`src/rtl/bridge_pkg.sv`:
```
package bridge_pkg;
  // -------------------------------------------------------------
  // register map of the plain register port
  // -------------------------------------------------------------
  localparam logic [7:0] CFG_OFS = 8'h00; // config, read/write
  localparam logic [7:0] STAT_OFS = 8'h04; // status, read only
  localparam logic [7:0] UNMAPPED_RD = 8'h00; // answer to unknown offset
  // config fields
  localparam int CFG_MIRROR_BIT = 0; // i/o address mirroring on
  localparam int CFG_ONBOARD_IRQ_ENABLE_BIT = 1; // on-board vectored response on
  localparam logic [1:0] CFG_RESET = 2'h3; // both options on
  // status fields
  localparam int ST_LVL_LSB = 0; // latched level, 3 bits
  localparam int ST_PEND_BIT = 3; // a level is requesting
  localparam int ST_WAIT_BIT = 4; // processor held in wait
  localparam int ST_HALT_BIT = 5; // processor halted
  // -------------------------------------------------------------
  // restart opcode framing and interrupt levels
  // -------------------------------------------------------------
  localparam int NUM_LEVELS = 8;
  localparam logic [1:0] RST_OP_HI = 2'h3; // bits 7:6
  localparam logic [2:0] RST_OP_LO = 3'h7; // bits 2:0
  // pin sync bundle layout
  localparam int SY_STA = 0; // status-disable, active low
  localparam int SY_SSW = 1; // sense-switch disable
  localparam int SY_XRDY = 2;
  localparam int SY_PRDY = 3;
  localparam int SY_VI = 4; // 8 request lines, active low
  localparam int SY_DI = 12; // backplane input data
  localparam int SY_CP = 20; // panel data
  localparam int SY_W = 28;
endpackage

```
`src/rtl/cpu_backplane_bridge.sv`:
```
// The register addresses and strobed register access were decided locally.
`timescale 1ns/1ps
// What this block does
// psync high between memory/io cycles
// pwait high while ready-caused wait lasts
// write strobe low only with valid data
// shlta follows processor halt
// smemr, sinp, sout only in own cycles
// sinta through each interrupt acknowledge
// sm1 on every opcode fetch
// sstack always false
// swo while driving output data bus
// sense-switch disable swaps input to panel
// status-disable releases status drivers
// xrdy low forces wait states
// only one board drives xrdy
// panel to cpu in panel ops, else reverse
// input bus on reads except rom, acknowledge
// cpu data to output bus on writes
// rom select drives data, input bus off
// full address outside io cycles
// mirrored low byte in io cycles
// latch requests on acknowledge, priority encode
// vector mux places restart opcode
// pending drives interrupt only when enabled
// prdy low forces wait states
// option selects io address mirroring
// option disables on-board vectored response
// pinte deasserts briefly per acknowledge
// active-low levels, zero highest, bits 5:3
// unmirrored io cycles drive full address
module cpu_backplane_bridge (
  input wire logic ref_clk,
  input wire logic rst_b,
  // processor side, same clock
  input wire logic [15:0] cpu_address_bus,
  input wire logic [7:0] cpu_data_in, // processor data bus as driven by cpu
  input wire logic cpu_m1_n,
  input wire logic cpu_mreq_n,
  input wire logic cpu_iorq_n,
  input wire logic cpu_rd_n,
  input wire logic cpu_wr_n,
  input wire logic cpu_halt_n,
  input wire logic rom_addr_hit, // external rom decode result
  output logic [7:0] cpu_data_bus, // data toward the processor
  output logic cpu_data_oe,
  output logic cpu_wait_n,
  output logic cpu_int_n,
  // backplane pins, asynchronous
  input wire logic prdy,
  input wire logic xrdy,
  input wire logic ssw_dsbl,
  input wire logic sta_dsbl_n,
  input wire logic [7:0] vi_n,
  input wire logic [7:0] bus_din,
  input wire logic [7:0] panel_din,
  output logic [15:0] bus_addr,
  output logic [7:0] bus_dout,
  output logic bus_dout_oe,
  output logic [7:0] panel_data_bus,
  output logic panel_data_oe,
  output logic psync,
  output logic pwait,
  output logic pwr_n,
  output logic pinte_n,
  output logic smemr,
  output logic sinp,
  output logic sout,
  output logic sinta,
  output logic sm1,
  output logic shlta,
  output logic swo,
  output logic sstack,
  output logic status_oe,
  // gate strobes
  output logic panel_to_cpu_gate,
  output logic bus_in_to_cpu_gate,
  output logic boot_rom_select,
  output logic vector_mux_enable,
  output logic any_level_pending,
  // register port
  input wire logic [7:0] reg_addr,
  input wire logic [7:0] reg_wdata,
  input wire logic reg_wr,
  input wire logic reg_rd,
  output logic [7:0] reg_rdata
);

  // -------------------------------------------------------------
  // reset release
  // -------------------------------------------------------------
  // the rest of the design sees reset only through this copy
  logic [1:0] rst_sync_r; // release pipeline
  logic rst_n; // synchronised reset, active low

  // async assert, release after two edges
  // the release is timed to ref_clk so no flop sees it mid-setup
  always_ff @(posedge ref_clk or negedge rst_b) begin
    if (!rst_b) begin
      rst_sync_r <= 2'h0;
    end else begin
      rst_sync_r <= {rst_sync_r[0], 1'b1};
    end
  end
  assign rst_n = rst_sync_r[1];

  // -------------------------------------------------------------
  // state
  // -------------------------------------------------------------
  // all state of the bridge but the reset release pipeline in one word, registered in one place
  typedef struct packed {
    logic [bridge_pkg::SY_W-1:0] sy1; // first stage, only feeds sy2
    logic [bridge_pkg::SY_W-1:0] sy2; // usable pin copies
    logic cfg_mirror;
    logic cfg_onboard_irq_enable;
    logic [7:0] rdata;
    logic psync;
    logic pwait;
    logic pwr_n;
    logic smemr;
    logic sinp;
    logic sout;
    logic sinta;
    logic sm1;
    logic shlta;
    logic swo;
    logic sta_oe;
    logic [15:0] addr;
    logic [7:0] cpu_dout;
    logic cpu_doe;
    logic [7:0] bus_dout;
    logic bus_doe;
    logic [7:0] panel_dout;
    logic panel_oe;
    logic panel_gate;
    logic bus_gate;
    logic rom_sel;
    logic mux_en;
    logic pending;
    logic int_n;
    logic irq_ack_condition_d; // acknowledge seen last cycle
    logic pinte_n;
    logic [2:0] lvl; // latched winning level
  } state_s;

  state_s st_r; // registered state
  state_s st_nxt; // next state

  // lowest active index wins, level 0 is highest
  function automatic logic [2:0] prio_enc(input logic [7:0] req);
    logic [2:0] code;
    code = 3'h0;
    for (int i = bridge_pkg::NUM_LEVELS - 1; i >= 0; i--) begin
      if (req[i]) begin
        code = i[2:0];
      end
    end
    return code;
  endfunction

  // decoded cpu cycle types, same clock so used directly
  logic mem_cyc;
  logic io_cyc;
  logic irq_ack_condition;
  logic rd_cyc;
  logic wr_cyc;
  logic ready;
  logic panel_op;
  logic irq_ack_condition_rise;
  logic [7:0] vi_act; // requests, active high
  logic [2:0] vec_lvl; // level for this acknowledge

  assign mem_cyc = !cpu_mreq_n;
  assign io_cyc = !cpu_iorq_n && cpu_m1_n;
  assign irq_ack_condition = !cpu_iorq_n && !cpu_m1_n;
  assign rd_cyc = !cpu_rd_n && (mem_cyc || io_cyc);
  assign wr_cyc = !cpu_wr_n && (mem_cyc || io_cyc);
  // both ready lines must be high to run
  assign ready = st_r.sy2[bridge_pkg::SY_PRDY] && st_r.sy2[bridge_pkg::SY_XRDY];
  // panel owns input cycles while sense switches are read
  assign panel_op = st_r.sy2[bridge_pkg::SY_SSW] && io_cyc && !cpu_rd_n;
  // first cycle of an acknowledge, when the levels are latched
  assign irq_ack_condition_rise = irq_ack_condition && !st_r.irq_ack_condition_d;
  // request pins are active low; flip once here for the encoder
  assign vi_act = ~st_r.sy2[bridge_pkg::SY_VI +: 8];
  assign vec_lvl = irq_ack_condition_rise ? prio_enc(vi_act) : st_r.lvl;

  // -------------------------------------------------------------
  // next-state logic
  // -------------------------------------------------------------
  // one pass computes every next value from the current state
  always_comb begin
    st_nxt = st_r;
    // pins pass two flops before anyone reads them
    st_nxt.sy1 = {panel_din, bus_din, vi_n, prdy, xrdy, ssw_dsbl, sta_dsbl_n};
    st_nxt.sy2 = st_r.sy1;
    // bus strobes
    st_nxt.psync = cpu_mreq_n && cpu_iorq_n;
    // pwait trails cpu_wait_n by one cycle, registered from ready but only in mreq or iorq cycles
    st_nxt.pwait = (mem_cyc || !cpu_iorq_n) && !ready;
    st_nxt.pwr_n = !wr_cyc;
    // status lines
    st_nxt.smemr = mem_cyc && !cpu_rd_n;
    st_nxt.sinp = io_cyc && !cpu_rd_n;
    st_nxt.sout = io_cyc && !cpu_wr_n;
    st_nxt.sinta = irq_ack_condition;
    st_nxt.sm1 = !cpu_m1_n && mem_cyc;
    st_nxt.shlta = !cpu_halt_n;
    st_nxt.swo = wr_cyc;
    // status lines are released, not cleared, by status-disable
    st_nxt.sta_oe = st_r.sy2[bridge_pkg::SY_STA];
    // address path
    // acknowledge cycles also drop iorq, but they carry no port address
    if (io_cyc && st_r.cfg_mirror) begin
      st_nxt.addr = {cpu_address_bus[7:0], cpu_address_bus[7:0]};
    end else begin
      st_nxt.addr = cpu_address_bus;
    end
    // data steering
    st_nxt.panel_gate = panel_op;
    st_nxt.rom_sel = rom_addr_hit && mem_cyc && !cpu_rd_n;
    // a rom hit only counts in memory reads; io reads keep the input bus
    st_nxt.bus_gate = rd_cyc && !st_nxt.rom_sel && !panel_op;
    st_nxt.mux_en = irq_ack_condition && st_r.cfg_onboard_irq_enable;
    st_nxt.panel_oe = !panel_op;
    st_nxt.panel_dout = cpu_data_in;
    st_nxt.bus_doe = wr_cyc;
    st_nxt.bus_dout = cpu_data_in;
    // only one source reaches the processor bus in any cycle
    st_nxt.cpu_doe = st_nxt.mux_en || st_nxt.panel_gate || st_nxt.bus_gate;
    if (st_nxt.mux_en) begin
      // restart opcode, level in bits 5:3
      st_nxt.cpu_dout = {bridge_pkg::RST_OP_HI, vec_lvl, bridge_pkg::RST_OP_LO};
    end else if (panel_op) begin
      st_nxt.cpu_dout = st_r.sy2[bridge_pkg::SY_CP +: 8];
    end else begin
      st_nxt.cpu_dout = st_r.sy2[bridge_pkg::SY_DI +: 8];
    end
    // vectored interrupts
    st_nxt.irq_ack_condition_d = irq_ack_condition;
    st_nxt.lvl = vec_lvl;
    // pinte_n lifts for one cycle on the first acknowledge cycle only
    st_nxt.pinte_n = irq_ack_condition_rise;
    st_nxt.pending = |vi_act;
    st_nxt.int_n = !(st_nxt.pending && st_r.cfg_onboard_irq_enable);
    // register port, answer only in the cycle after the read
    st_nxt.rdata = 8'h00;
    // config writes ignore the status offset, which is read only
    if (reg_wr && reg_addr == bridge_pkg::CFG_OFS) begin
      st_nxt.cfg_mirror = reg_wdata[bridge_pkg::CFG_MIRROR_BIT];
      st_nxt.cfg_onboard_irq_enable = reg_wdata[bridge_pkg::CFG_ONBOARD_IRQ_ENABLE_BIT];
    end
    if (reg_rd) begin
      unique case (reg_addr)
        bridge_pkg::CFG_OFS: begin
          st_nxt.rdata = {6'h00, st_r.cfg_onboard_irq_enable, st_r.cfg_mirror};
        end
        bridge_pkg::STAT_OFS: begin
          st_nxt.rdata = {2'h0, st_r.shlta, st_r.pwait, st_r.pending, st_r.lvl};
        end
        default: begin
          st_nxt.rdata = bridge_pkg::UNMAPPED_RD;
        end
      endcase
    end
  end

  // -------------------------------------------------------------
  // state register
  // -------------------------------------------------------------
  // outputs idle at reset: active-low strobes high, except pinte_n, which resets low
  always_ff @(posedge ref_clk or negedge rst_n) begin
    if (!rst_n) begin
      st_r <= '0;
      // synchronised pins start high so ready reads true at once
      st_r.sy1 <= {bridge_pkg::SY_W{1'b1}};
      st_r.sy2 <= {bridge_pkg::SY_W{1'b1}};
      st_r.cfg_mirror <= bridge_pkg::CFG_RESET[bridge_pkg::CFG_MIRROR_BIT];
      st_r.cfg_onboard_irq_enable <= bridge_pkg::CFG_RESET[bridge_pkg::CFG_ONBOARD_IRQ_ENABLE_BIT];
      st_r.pwr_n <= 1'b1;
      st_r.panel_oe <= 1'b1;
      st_r.int_n <= 1'b1;
      st_r.sta_oe <= 1'b1;
    end else begin
      st_r <= st_nxt;
    end
  end

  // -------------------------------------------------------------
  // outputs
  // -------------------------------------------------------------
  // wait request is a handshake, kept combinational for speed
  assign cpu_wait_n = ready;
  // every data output leaves straight from a flop
  assign cpu_data_bus = st_r.cpu_dout;
  assign cpu_data_oe = st_r.cpu_doe;
  assign cpu_int_n = st_r.int_n;
  assign bus_addr = st_r.addr;
  assign bus_dout = st_r.bus_dout;
  assign bus_dout_oe = st_r.bus_doe;
  assign panel_data_bus = st_r.panel_dout;
  assign panel_data_oe = st_r.panel_oe;
  assign psync = st_r.psync;
  assign pwait = st_r.pwait;
  assign pwr_n = st_r.pwr_n;
  assign pinte_n = st_r.pinte_n;
  assign smemr = st_r.smemr;
  assign sinp = st_r.sinp;
  assign sout = st_r.sout;
  assign sinta = st_r.sinta;
  assign sm1 = st_r.sm1;
  assign shlta = st_r.shlta;
  assign swo = st_r.swo;
  assign sstack = 1'b0;
  assign status_oe = st_r.sta_oe;
  assign panel_to_cpu_gate = st_r.panel_gate;
  assign bus_in_to_cpu_gate = st_r.bus_gate;
  assign boot_rom_select = st_r.rom_sel;
  assign vector_mux_enable = st_r.mux_en;
  assign any_level_pending = st_r.pending;
  assign reg_rdata = st_r.rdata;
endmodule // cpu_backplane_bridge

```
`config.mk`:
```
export PLATFORM = sky130hd
export DESIGN_NAME = cpu_backplane_bridge
export DESIGN_NICKNAME = d
export VERILOG_FILES = /design/src/rtl/bridge_pkg.sv /design/src/rtl/cpu_backplane_bridge.sv
export SDC_FILE = /design/constraint.sdc
export NUM_CORES = 1
export LEC_CHECK = 0
export BUFFER_PORTS_ARGS = -buffer_cell sky130_fd_sc_hd__buf_2
export CAP_MARGIN = 10
export CELL_PAD_IN_SITES_DETAIL_PLACEMENT = 1
export CELL_PAD_IN_SITES_GLOBAL_PLACEMENT = 1
export CORE_UTILIZATION = 35
export DETAILED_ROUTE_END_ITERATION = 8
export PLACE_DENSITY_LB_ADDON = 0.1
export SLEW_MARGIN = 20
export SYNTH_ARGS = -nofsm -noshare
export SYNTH_HDL_FRONTEND = slang
export SYNTH_SLANG_ARGS = --single-unit
```
`constraint.sdc`:
```
create_clock -name ref_clk -period 3.5 [get_ports ref_clk]
set_input_delay 0.7 -clock ref_clk [delete_from_list [all_inputs] [get_ports ref_clk]]
set_output_delay 0.7 -clock ref_clk [all_outputs]
set_load 0.02 [all_outputs]
```
==> metrics.yaml, run 1 <==
status: "finished, final reports clean"
num_vias: 2241
cp_max_fo: 2
dieHeight_um: 110
period_minus_slack_ns: 1.91
globalRouteOverflowTotal: 0
n_antenna_cell: 0
root_buffer: "clkbuf_16"
ys.flop_type: "dfstp_2"
post-place-ws_ns: 1.24
ys_ff_latch: 121
io_buffers: 140
tritoncts: "yes"
clkLatencyLatePin_ns: 0.40
initial_core_util: 0.358
timing.final.ws_setup_ns: 1.59
finalPower_mw: 3.41
synth.area.top_cells: "dfstp_2 (40%), dfrtp_1 (36%), buf_4 (9.2%), mux2_2 (3.3%), nand2_1 (2.1%)"
cts_buffers: 17
r2r-start: "st_r[76]$_DFF_PN1_"
synth.yosys.seq_area_share: 0.760
setup_viol: 0
synth_area_um2: 4090
fp-row-count: 39
dp_hpwl_um: 5320
die_w_um: 110
cp-start-kind: "flip-flop"
path_class: "flip-flop to primary output"
cts_resized: 0
wl_per_cell_um: 14.1
drv_cap: 0
tightestPinTransition_ns: 0.641
synth_common_cells: "dfstp_2 (62), dfrtp_1 (59), buf_4 (50)"
viasPerCell: 4.19
grt_pass1_wl_um: 11800
endpoint_kind: "primary output"
cp_slowest_cell: "dfstp_2"
grt_max_degree: 51
fin_tns_setup_ns: 0
critical_path_required_ns: 2.80
yosysMostFrequentCell: "dfstp_2"
cts_max_level: 4
n_fill_cell: 1207
synth_top_area_frac: 0.399
yosys.area.top_type: "dfstp_2"
async_reset_ff_frac: 1.00
rr_worst_depth: 4
fmax_mhz: 523
path_buf_inv: 1
drt_iter0_markers: 59
cts_hold_buf: 0
crit_chain: "and2_1 -> buf_2"
hold_path_class: "primary input to asynchronous set/reset pin"
fin_skew_ns: 0.00879
critPathMaxStageDelay_ns: 0.51
die_area_um2: 12100
rsz0062_at_grt: "false"
r2r_setup_slack_ns: 1.89
finalMaxSlewViolations: 0
cts_setup_buffers: 0
dr.pass1.iters: 3
drive_gt1_frac: 0.648
leakagePower_nw: 2.52
post_synth.cell_area_avg_um2: 15.3
pin_count: 150
grt_pass1_vias: 2363
core-area_um2: 11400
finalHoldViolations: 0
p_per_area_nw_per_um2: 657
r2r_end: "cpu_data_bus[3]$_DFF_PN0_"
layout.nets: 458
crit_arrival_ns: 1.21
syn_inst: 268
synth_edf_count: 0
ys_warn_count: 0
ant_nets: 0
clock_sinks: 121
antenna_found_initial: 0
finalCritPeriodShare: 0.546
syn_to_final_growth_pct: 27.1
cpLargestDelayFamily: "flip-flops"
clock_path_buffers: 2
relSlewSlack: 0.573
globalplace.congestion: 0.702
grt_usage: 0.138
clk_pin_slew_worst_paths_ns: 0.05
synth_cell_types: 33
drc: 0
vdd_drop_max_mv: 0.324
totalWireLength_um: 7550
==> per-stage QoR <==
step | cells | util | hold WS (ns) | instance area [µm²]
after floorplan | 270 | - | 0.331 | 4100
after global placement | 503 | 0.404 | 0.338 | 4610
after detailed placement | 503 | 0.404 | 0.341 | 4610
after CTS | 535 | 0.455 | 0.0503 | 5190
after global routing | 535 | 0.455 | 0.0552 | 5190
final | 535 | 0.455 | 0.0791 | 5190
==> cell families (layout without fill, tap and decap cells) <==
group                  Yosys count  count (layout)  share of synthesized area
other                            2               4                    0.00184
multiplexers                    17              17                     0.0459
flip-flops                     121             121                      0.760
AO/OA/AOI/OAI                    9               9                     0.0153
AND/OR/NAND/NOR                 61              61                     0.0781
buffers and inverters           58             180                     0.0992
==> cell usage in the layout, fill, tap and decap left out, types with 2 or more instances in the layout <==
cell type	synthesis	routed
a21oi_1	2	2
and2_1	7	7
buf_2	0	140
buf_4	50	2
bufinv_16	0	2
clkbuf_1	2	2
clkbuf_16	0	17
clkbuf_8	0	2
clkinv_2	0	3
clkinv_4	0	2
clkinvlp_4	0	4
conb_1	2	4
dfrtp_1	59	58
dfstp_2	62	62
inv_1	5	5
mux2_1	2	2
mux2_2	12	12
mux2i_1	3	3
nand2_1	23	23
nand3_1	5	5
nor2_1	13	13
nor2b_1	2	2
or3_1	2	2
==> how the worst max path moves through the flow <==
| stage | start | to | depth (start not counted) |
|---|---|---|---|
| 2_1_floorplan | rst_sync_r[1]$_DFF_PN0_ | any_level_pending$_DFF_PN0_ | 0 |
| 3_3_place_gp | cpu_iorq_n | cpu_data_bus[5]$_DFF_PN0_ | 6 |
| 3_5_place_dp | cpu_iorq_n | cpu_data_bus[3]$_DFF_PN0_ | 6 |
| 4_1_cts | st_r[78]$_DFF_PN1_ | cpu_wait_n | 2 |
| 5_1_grt | st_r[78]$_DFF_PN1_ | cpu_wait_n | 2 |
| 6_report | st_r[78]$_DFF_PN1_ | cpu_wait_n | 2 |
==> sequential cells by signal, summed over array words and instances (netlist names), 2 cells and up <==
register,count
st_nxt,29
cpu_data_bus,8
rst_sync_r,2
st_r,33
panel_data_bus,8
bus_addr,16
reg_rdata,6
==> layer usage <==
metal / global-route usage / routed length, µm
met4: 0.0600 / 102
met5: 0 / 0
met3: 0.0558 / 458
met1: 0.156 / 2940
met2: 0.229 / 4050
==> power breakdown <==
part	internal, mW	total, mW	switching, mW
sequential	1.50	1.53	0.0342
combinational	0.0761	0.194	0.117
clock	1.08	1.68	0.602
==> final cells by class <==
class / instances / area (µm²) / area share
clock inverter: 11 / 123 / 0.0236
multi-input combinational: 91 / 584 / 0.113
timing repair buffer: 142 / 716 / 0.138
clock buffer: 21 / 460 / 0.0887
sequential: 121 / 3110 / 0.599
inverter: 6 / 22.5 / 0.00434
tap: 143 / 179 / 0.0344
(Power assumes the default switching activity.)
==> run 2: changes to the inputs <==
==> constraint.sdc (replaced) <==
create_clock -name ref_clk -period 1.7 [get_ports ref_clk]
set_input_delay 0.34 -clock ref_clk [delete_from_list [all_inputs] [get_ports ref_clk]]
set_output_delay 0.34 -clock ref_clk [all_outputs]
set_load 0.02 [all_outputs]
==> metrics.yaml, run 2 (synthesized netlist as in run 1, its figures left out) <==
relSlewSlack: 0.572  # was 0.573
endpoint_kind: "primary output"  # unchanged
design_area_um2: 5260  # was 5190 µm²
cp-start-kind: "flip-flop"  # unchanged
cts_buffers: 17  # unchanged
leakagePower_nw: 2.56  # was 2.52 nW
dp.cells: 506  # was 503
finalHoldViolations: 0  # unchanged
rsz0062_at_grt: "false"  # unchanged
p_clk_frac: 0.504  # was 0.494
totalWireLength_um: 7710  # was 7550 µm
status: "finished, final reports clean"  # unchanged
grt_pass1_vias: 2405  # was 2363
root_buffer: "clkbuf_16"  # unchanged
initial_core_util: 0.358  # unchanged
setup_viol: 0  # unchanged
layout.nets: 462  # was 458
globalplace.congestion: 0.705  # was 0.702
power.internal_mw: 5.62  # was 2.66 mW
core-area_um2: 11400  # unchanged
path_class: "flip-flop to primary output"  # unchanged
p_comb_frac: 0.060  # was 0.057
hold_path_class: "primary input to flip-flop"  # was primary input to asynchronous set/reset pin
pin_count: 150  # unchanged
cts_max_level: 4  # unchanged
p_switching_mw: 1.57  # was 0.754 mW
fin_skew_ns: 0.00477  # was 0.00879 ns
globalRouteOverflowTotal: 0  # unchanged
fp-row-count: 39  # unchanged
viasPerCell: 4.24  # was 4.19
finalMaxSlewViolations: 0  # unchanged
antenna_found_initial: 0  # unchanged
r2r-start: "st_r[4]$_DFF_PN0_"  # was st_r[76]$_DFF_PN1_
dieHeight_um: 110  # unchanged
finalCritPeriodShare: 0.920
clkLatencyLatePin_ns: 0.41  # was 0.40 ns
clk_pin_slew_worst_paths_ns: 0.06  # was 0.05 ns
dpl_cell_area_um2: 4650  # was 4610 µm²
grt_usage: 0.141  # was 0.138
n_antenna_cell: 0  # unchanged
finalPower_mw: 7.19  # was 3.41 mW
p_per_area_nw_per_um2: 1370  # was 657 nW/µm²
wl_per_cell_um: 14.3  # was 14.1 µm
ant_nets: 0  # unchanged
drv_cap: 0  # unchanged
drive_gt1_frac: 0.652  # was 0.648
fmax_mhz: 640
io_buffers: 140  # unchanged
syn_to_final_growth_pct: 28.7  # was 27.1%
swShare: 0.218  # was 0.221
post-place-ws_ns: -0.0560  # was 1.24 ns
grt_pass1_wl_um: 12000  # was 11800 µm
seqPwrFrac: 0.436  # was 0.449
cp_slowest_cell: "dfstp_2"  # unchanged
crit_chain: "and2_1 -> buf_2"  # unchanged
holdWs_ns: 0.0292  # was 0.0791 ns
grt_max_degree: 120  # was 51
layout_commonest_cell: "buf_2"  # unchanged
timing.final.ws_setup_ns: 0.137  # was 1.59 ns
period_minus_slack_ns: 1.56
clock_sinks: 121  # unchanged
critPathMaxStageDelay_ns: 0.51  # about the same
die_area_um2: 12100  # unchanged
final_cell_count_no_fill: 539  # was 535
dr.pass1.iters: 4  # was 3
num_vias: 2288  # was 2241
tightestPinTransition_ns: 0.642  # was 0.641 ns
fin_tns_setup_ns: 0  # unchanged
crit_arrival_ns: 1.22  # was 1.21 ns
top_register: "st_r"  # unchanged
drc: 0  # unchanged
drt_iter0_markers: 76  # was 59
hold_start: "bus_din[2]"
die_w_um: 110  # unchanged
dp_hpwl_um: 5180  # was 5320 µm
n_fill_cell: 1191  # was 1207
crit_start: "st_r[78]$_DFF_PN1_"  # unchanged
cts_resized: 0  # unchanged
clock_path_buffers: 2  # unchanged
cp_max_fo: 2  # unchanged
largest_reg_flops: 33  # unchanged
final_cell_mix: "buf_2 (140), dfstp_2 (62), dfrtp_1 (58)"  # unchanged
vdd_drop_max_mv: 0.763  # was 0.324 mV
finalCoreUtilization: 0.461  # was 0.455
critical_path_required_ns: 1.36  # was 2.80 ns
tritoncts: "yes"  # unchanged
[run 2: power groups by stage]
stage	logic (mW)	registers, mW	clock network (mW)
2_1_floorplan	0.236	3.23	0
3_3_place_gp	0.429	3.18	0
3_5_place_dp	0.437	3.18	0
4_1_cts	0.442	3.14	3.73
5_1_grt	0.477	3.15	3.86
6_report	0.428	3.14	3.62
[run 2: layer usage]
metal | up-vias | share of wire | GRT usage
li1 | 1040 | - | -
met1 | 1145 | 0.40 | 0.157
met2 | 85 | 0.52 | 0.233
met3 | 18 | 0.058 | 0.0470
met4 | 0 | 0.025 | 0.0867
met5 | - | 0 | 0
[run 2: area by class of cell]
| type | instances | area (µm²) | area share |
|---|---|---|---|
| sequential | 121 | 3110 | 0.591 |
| timing repair buffer | 146 | 761 | 0.145 |
| multi-input combinational | 91 | 584 | 0.111 |
| clock buffer | 20 | 457 | 0.0868 |
| tap | 143 | 179 | 0.0340 |
| clock inverter | 12 | 149 | 0.0283 |
| inverter | 6 | 22.5 | 0.00428 |
[run 2: worst max-delay path: cells and delay by family, from the launching register on]
family	cells	cell delay, ns
flip-flops	1	0.51
buffers and inverters	1	0.17
AND/OR/NAND/NOR	1	0.14
[run 2: repair_timing]
item | CTS | global route
hold buffers | 1 | 0
hold endpoints to repair | 2 | 0
setup buffers | 0 | 0
[run 2: path summary, 6_finish.rpt]
kind                       slack [ns]  depth (start not counted)                           to
min                              0.03                          1         st_nxt[89]$_DFF_PN1_
min in group asynchronous        0.25                          2      rst_sync_r[0]$_DFF_PN0_
max reg2reg                      0.23                          3    cpu_data_bus[4]$_DFF_PN0_
max                              0.14                          2                   cpu_wait_n
max in group asynchronous        0.81                          1  panel_data_bus[6]$_DFF_PN0_
min reg2reg                      0.35                          0      rst_sync_r[1]$_DFF_PN0_
==> run 3: changes to the inputs <==
--- a/config.mk
+++ b/config.mk
@@ -7,11 +7,12 @@
 export LEC_CHECK = 0
 export BUFFER_PORTS_ARGS = -buffer_cell sky130_fd_sc_hd__buf_2
 export CAP_MARGIN = 10
-export CELL_PAD_IN_SITES_DETAIL_PLACEMENT = 1
+export CELL_PAD_IN_SITES_DETAIL_PLACEMENT = 0
 export CELL_PAD_IN_SITES_GLOBAL_PLACEMENT = 1
 export CORE_UTILIZATION = 35
 export DETAILED_ROUTE_END_ITERATION = 8
 export PLACE_DENSITY_LB_ADDON = 0.1
+export RECOVER_POWER = 50
 export SLEW_MARGIN = 20
 export SYNTH_ARGS = -nofsm -noshare
 export SYNTH_HDL_FRONTEND = slang
==> metrics.yaml, run 3 (synthesized netlist as in run 1, its figures left out) <==
status: "finished, final reports clean"  # unchanged
wl_per_cell_um: 13.0  # was 14.3 µm
grt_pass1_wl_um: 10600  # was 12000 µm
dpl_cell_area_um2: 4650  # unchanged
globalplace.congestion: 0.705  # unchanged
finalPower_mw: 7.20  # was 7.19 mW
dp.cells: 506  # unchanged
finalCritPeriodShare: 0.927  # was 0.920
drt_iter0_markers: 75  # was 76
endpoint_kind: "primary output"  # unchanged
clock_sinks: 121  # unchanged
wl_met2_um: 3510  # was 3990 µm
fp-row-count: 39  # unchanged
cts_setup_buffers: 0  # unchanged
n_antenna_cell: 0  # unchanged
cts_resized: 0  # unchanged
antenna_found_initial: 0  # unchanged
critPathMaxStageDelay_ns: 0.51  # about the same
tightestPinTransition_ns: 1.03  # was 0.642 ns
drv_cap: 0  # unchanged
dieHeight_um: 110  # unchanged
period_minus_slack_ns: 1.58  # was 1.56 ns
clock_path_buffers: 2  # unchanged
fin_skew_ns: 0.00630  # was 0.00477 ns
cp_max_fo: 2  # unchanged
die_w_um: 110  # unchanged
layout.nets: 462  # unchanged
cts_buffers: 17  # unchanged
hold_start: "vi_n[2]"  # was bus_din[2]
dp_hpwl_um: 4770  # was 5180 µm
n_fill_cell: 1065  # was 1191
grt_usage: 0.125  # was 0.141
p_per_area_nw_per_um2: 1370  # about the same
ant_nets: 0  # unchanged
rsz0062_at_grt: "false"  # unchanged
pin_count: 150  # unchanged
setup_viol: 0  # unchanged
crit_chain: "and2_0 -> buf_2"  # was and2_1 -> buf_2
largest_reg_flops: 33  # unchanged
vdd_drop_max_mv: 0.793  # was 0.763 mV
leakagePower_nw: 2.55  # was 2.56 nW
viasPerCell: 4.09  # was 4.24
root_buffer: "clkbuf_16"  # unchanged
cts_max_level: 4  # unchanged
die_area_um2: 12100  # unchanged
met1_length_um: 2950  # was 3070 µm
seq_area_um2: 3110  # unchanged
final_cell_count_no_fill: 539  # unchanged
cp-start-kind: "flip-flop"  # unchanged
clkLatencyLatePin_ns: 0.40  # was 0.41 ns
grt_max_degree: 120  # unchanged
clk_pin_slew_worst_paths_ns: 0.05  # was 0.06 ns
syn_to_final_growth_pct: 28.4  # was 28.7%
critical_path_required_ns: 1.36  # about the same
wl_met3_um: 428  # was 449 µm
totalWireLength_um: 7010  # was 7710 µm
cp_slowest_cell: "dfstp_2"  # unchanged
globalRouteOverflowTotal: 0  # unchanged
io_buffers: 140  # unchanged
fmax_mhz: 634  # was 640 MHz
path_class: "flip-flop to primary output"  # unchanged
tritoncts: "yes"  # unchanged
drive_gt1_frac: 0.626  # was 0.652
design_area_um2: 5250  # was 5260 µm²
top_layer: "met4"  # unchanged
finalHoldViolations: 0  # unchanged
layout_commonest_cell: "buf_2"  # unchanged
top_register: "st_r"  # unchanged
num_vias: 2205  # was 2288
finalMaxSlewViolations: 0  # unchanged
dr.pass1.iters: 3  # was 4
post-place-ws_ns: -0.0438  # was -0.0560 ns
hold_path_class: "primary input to flip-flop"  # unchanged
relSlewSlack: 0.313  # was 0.572
crit_arrival_ns: 1.24  # was 1.22 ns
drc: 0  # unchanged
final_cell_mix: "buf_2 (134), dfstp_2 (62), dfrtp_1 (58)"  # was buf_2 (140), dfstp_2 (62), dfrtp_1 (58)
r2r-start: "st_r[76]$_DFF_PN1_"  # was st_r[4]$_DFF_PN0_
grt_pass1_vias: 2157  # was 2405
timing.final.ws_setup_ns: 0.124  # was 0.137 ns
crit_start: "st_r[78]$_DFF_PN1_"  # unchanged
multi_input_area_um2: 579  # was 584 µm²
initial_core_util: 0.358  # unchanged
core-area_um2: 11400  # unchanged
run 3: changes by cell type in the layout (fill, tap and decap cells not counted), moves of 3 or more:
| cell | before | now |
|---|---|---|
| clkbuf_1 | 1 | 9 |
| buf_2 | 140 | 134 |
| clkinvlp_4 | 4 | 0 |
| and2_0 | 0 | 3 |
| and2_1 | 7 | 4 |
| clkbuf_8 | 2 | 5 |
run 3: cell type report:
cell class,count,share of cell area
Inverter,6,0.00429
Clock buffer,24,0.0956
Tap cell,143,0.0341
Sequential cell,121,0.593
Timing Repair Buffer,146,0.141
Multi-Input combinational cell,91,0.110
Clock inverter,8,0.0219
run 3: stage by stage:
step | hold WS, ns | setup TNS (ns) | util
finish | 0.0333 | 0 | 0.460
global route | 0.0102 | 0 | 0.460
CTS | 0.00869 | 0 | 0.462
detailed placement | 0.132 | -0.0878 | 0.407
global placement | 0.126 | -0.0762 | 0.407
floorplan | 0.0444 | 0 | -
run 3: what timing repair did:
action                     4_1_cts  5_1_grt
hold endpoints to repair         2        0
setup endpoints to repair        0        0
hold buffers                     1        0
run 3: path summary, 6_finish.rpt:
check                                            end  slack (ns)  depth (start not counted)
max in group asynchronous             sinp$_DFF_PN0_        0.45                          1
setup reg to reg           cpu_data_bus[5]$_DFF_PN0_        0.23                          4
hold reg to reg              rst_sync_r[1]$_DFF_PN0_        0.35                          0
min in group asynchronous    rst_sync_r[0]$_DFF_PN0_        0.26                          2
hold / removal                  st_nxt[81]$_DFF_PN1_        0.03                          1
setup / recovery                          cpu_wait_n        0.12                          2
run 3: layer usage:
metal / global-route usage / vias up
met2: 0.200 / 79
met5: 0 / -
met1: 0.139 / 1079
met4: 0.0790 / 0
li1: - / 1039
met3: 0.0511 / 8
run 3: power by group:
part	switching [mW]	internal, mW	total (mW)
clock	1.16	2.49	3.64
sequential	0.0472	3.09	3.13
combinational	0.263	0.157	0.419
total	1.47	5.73	7.20
run 3: critical path, delay by kind of cell (launching register included):
family | cells | cell delay (ns)
DFF | 1 | 0.51
buffers and inverters | 1 | 0.18
and+or+nand+nor | 1 | 0.15
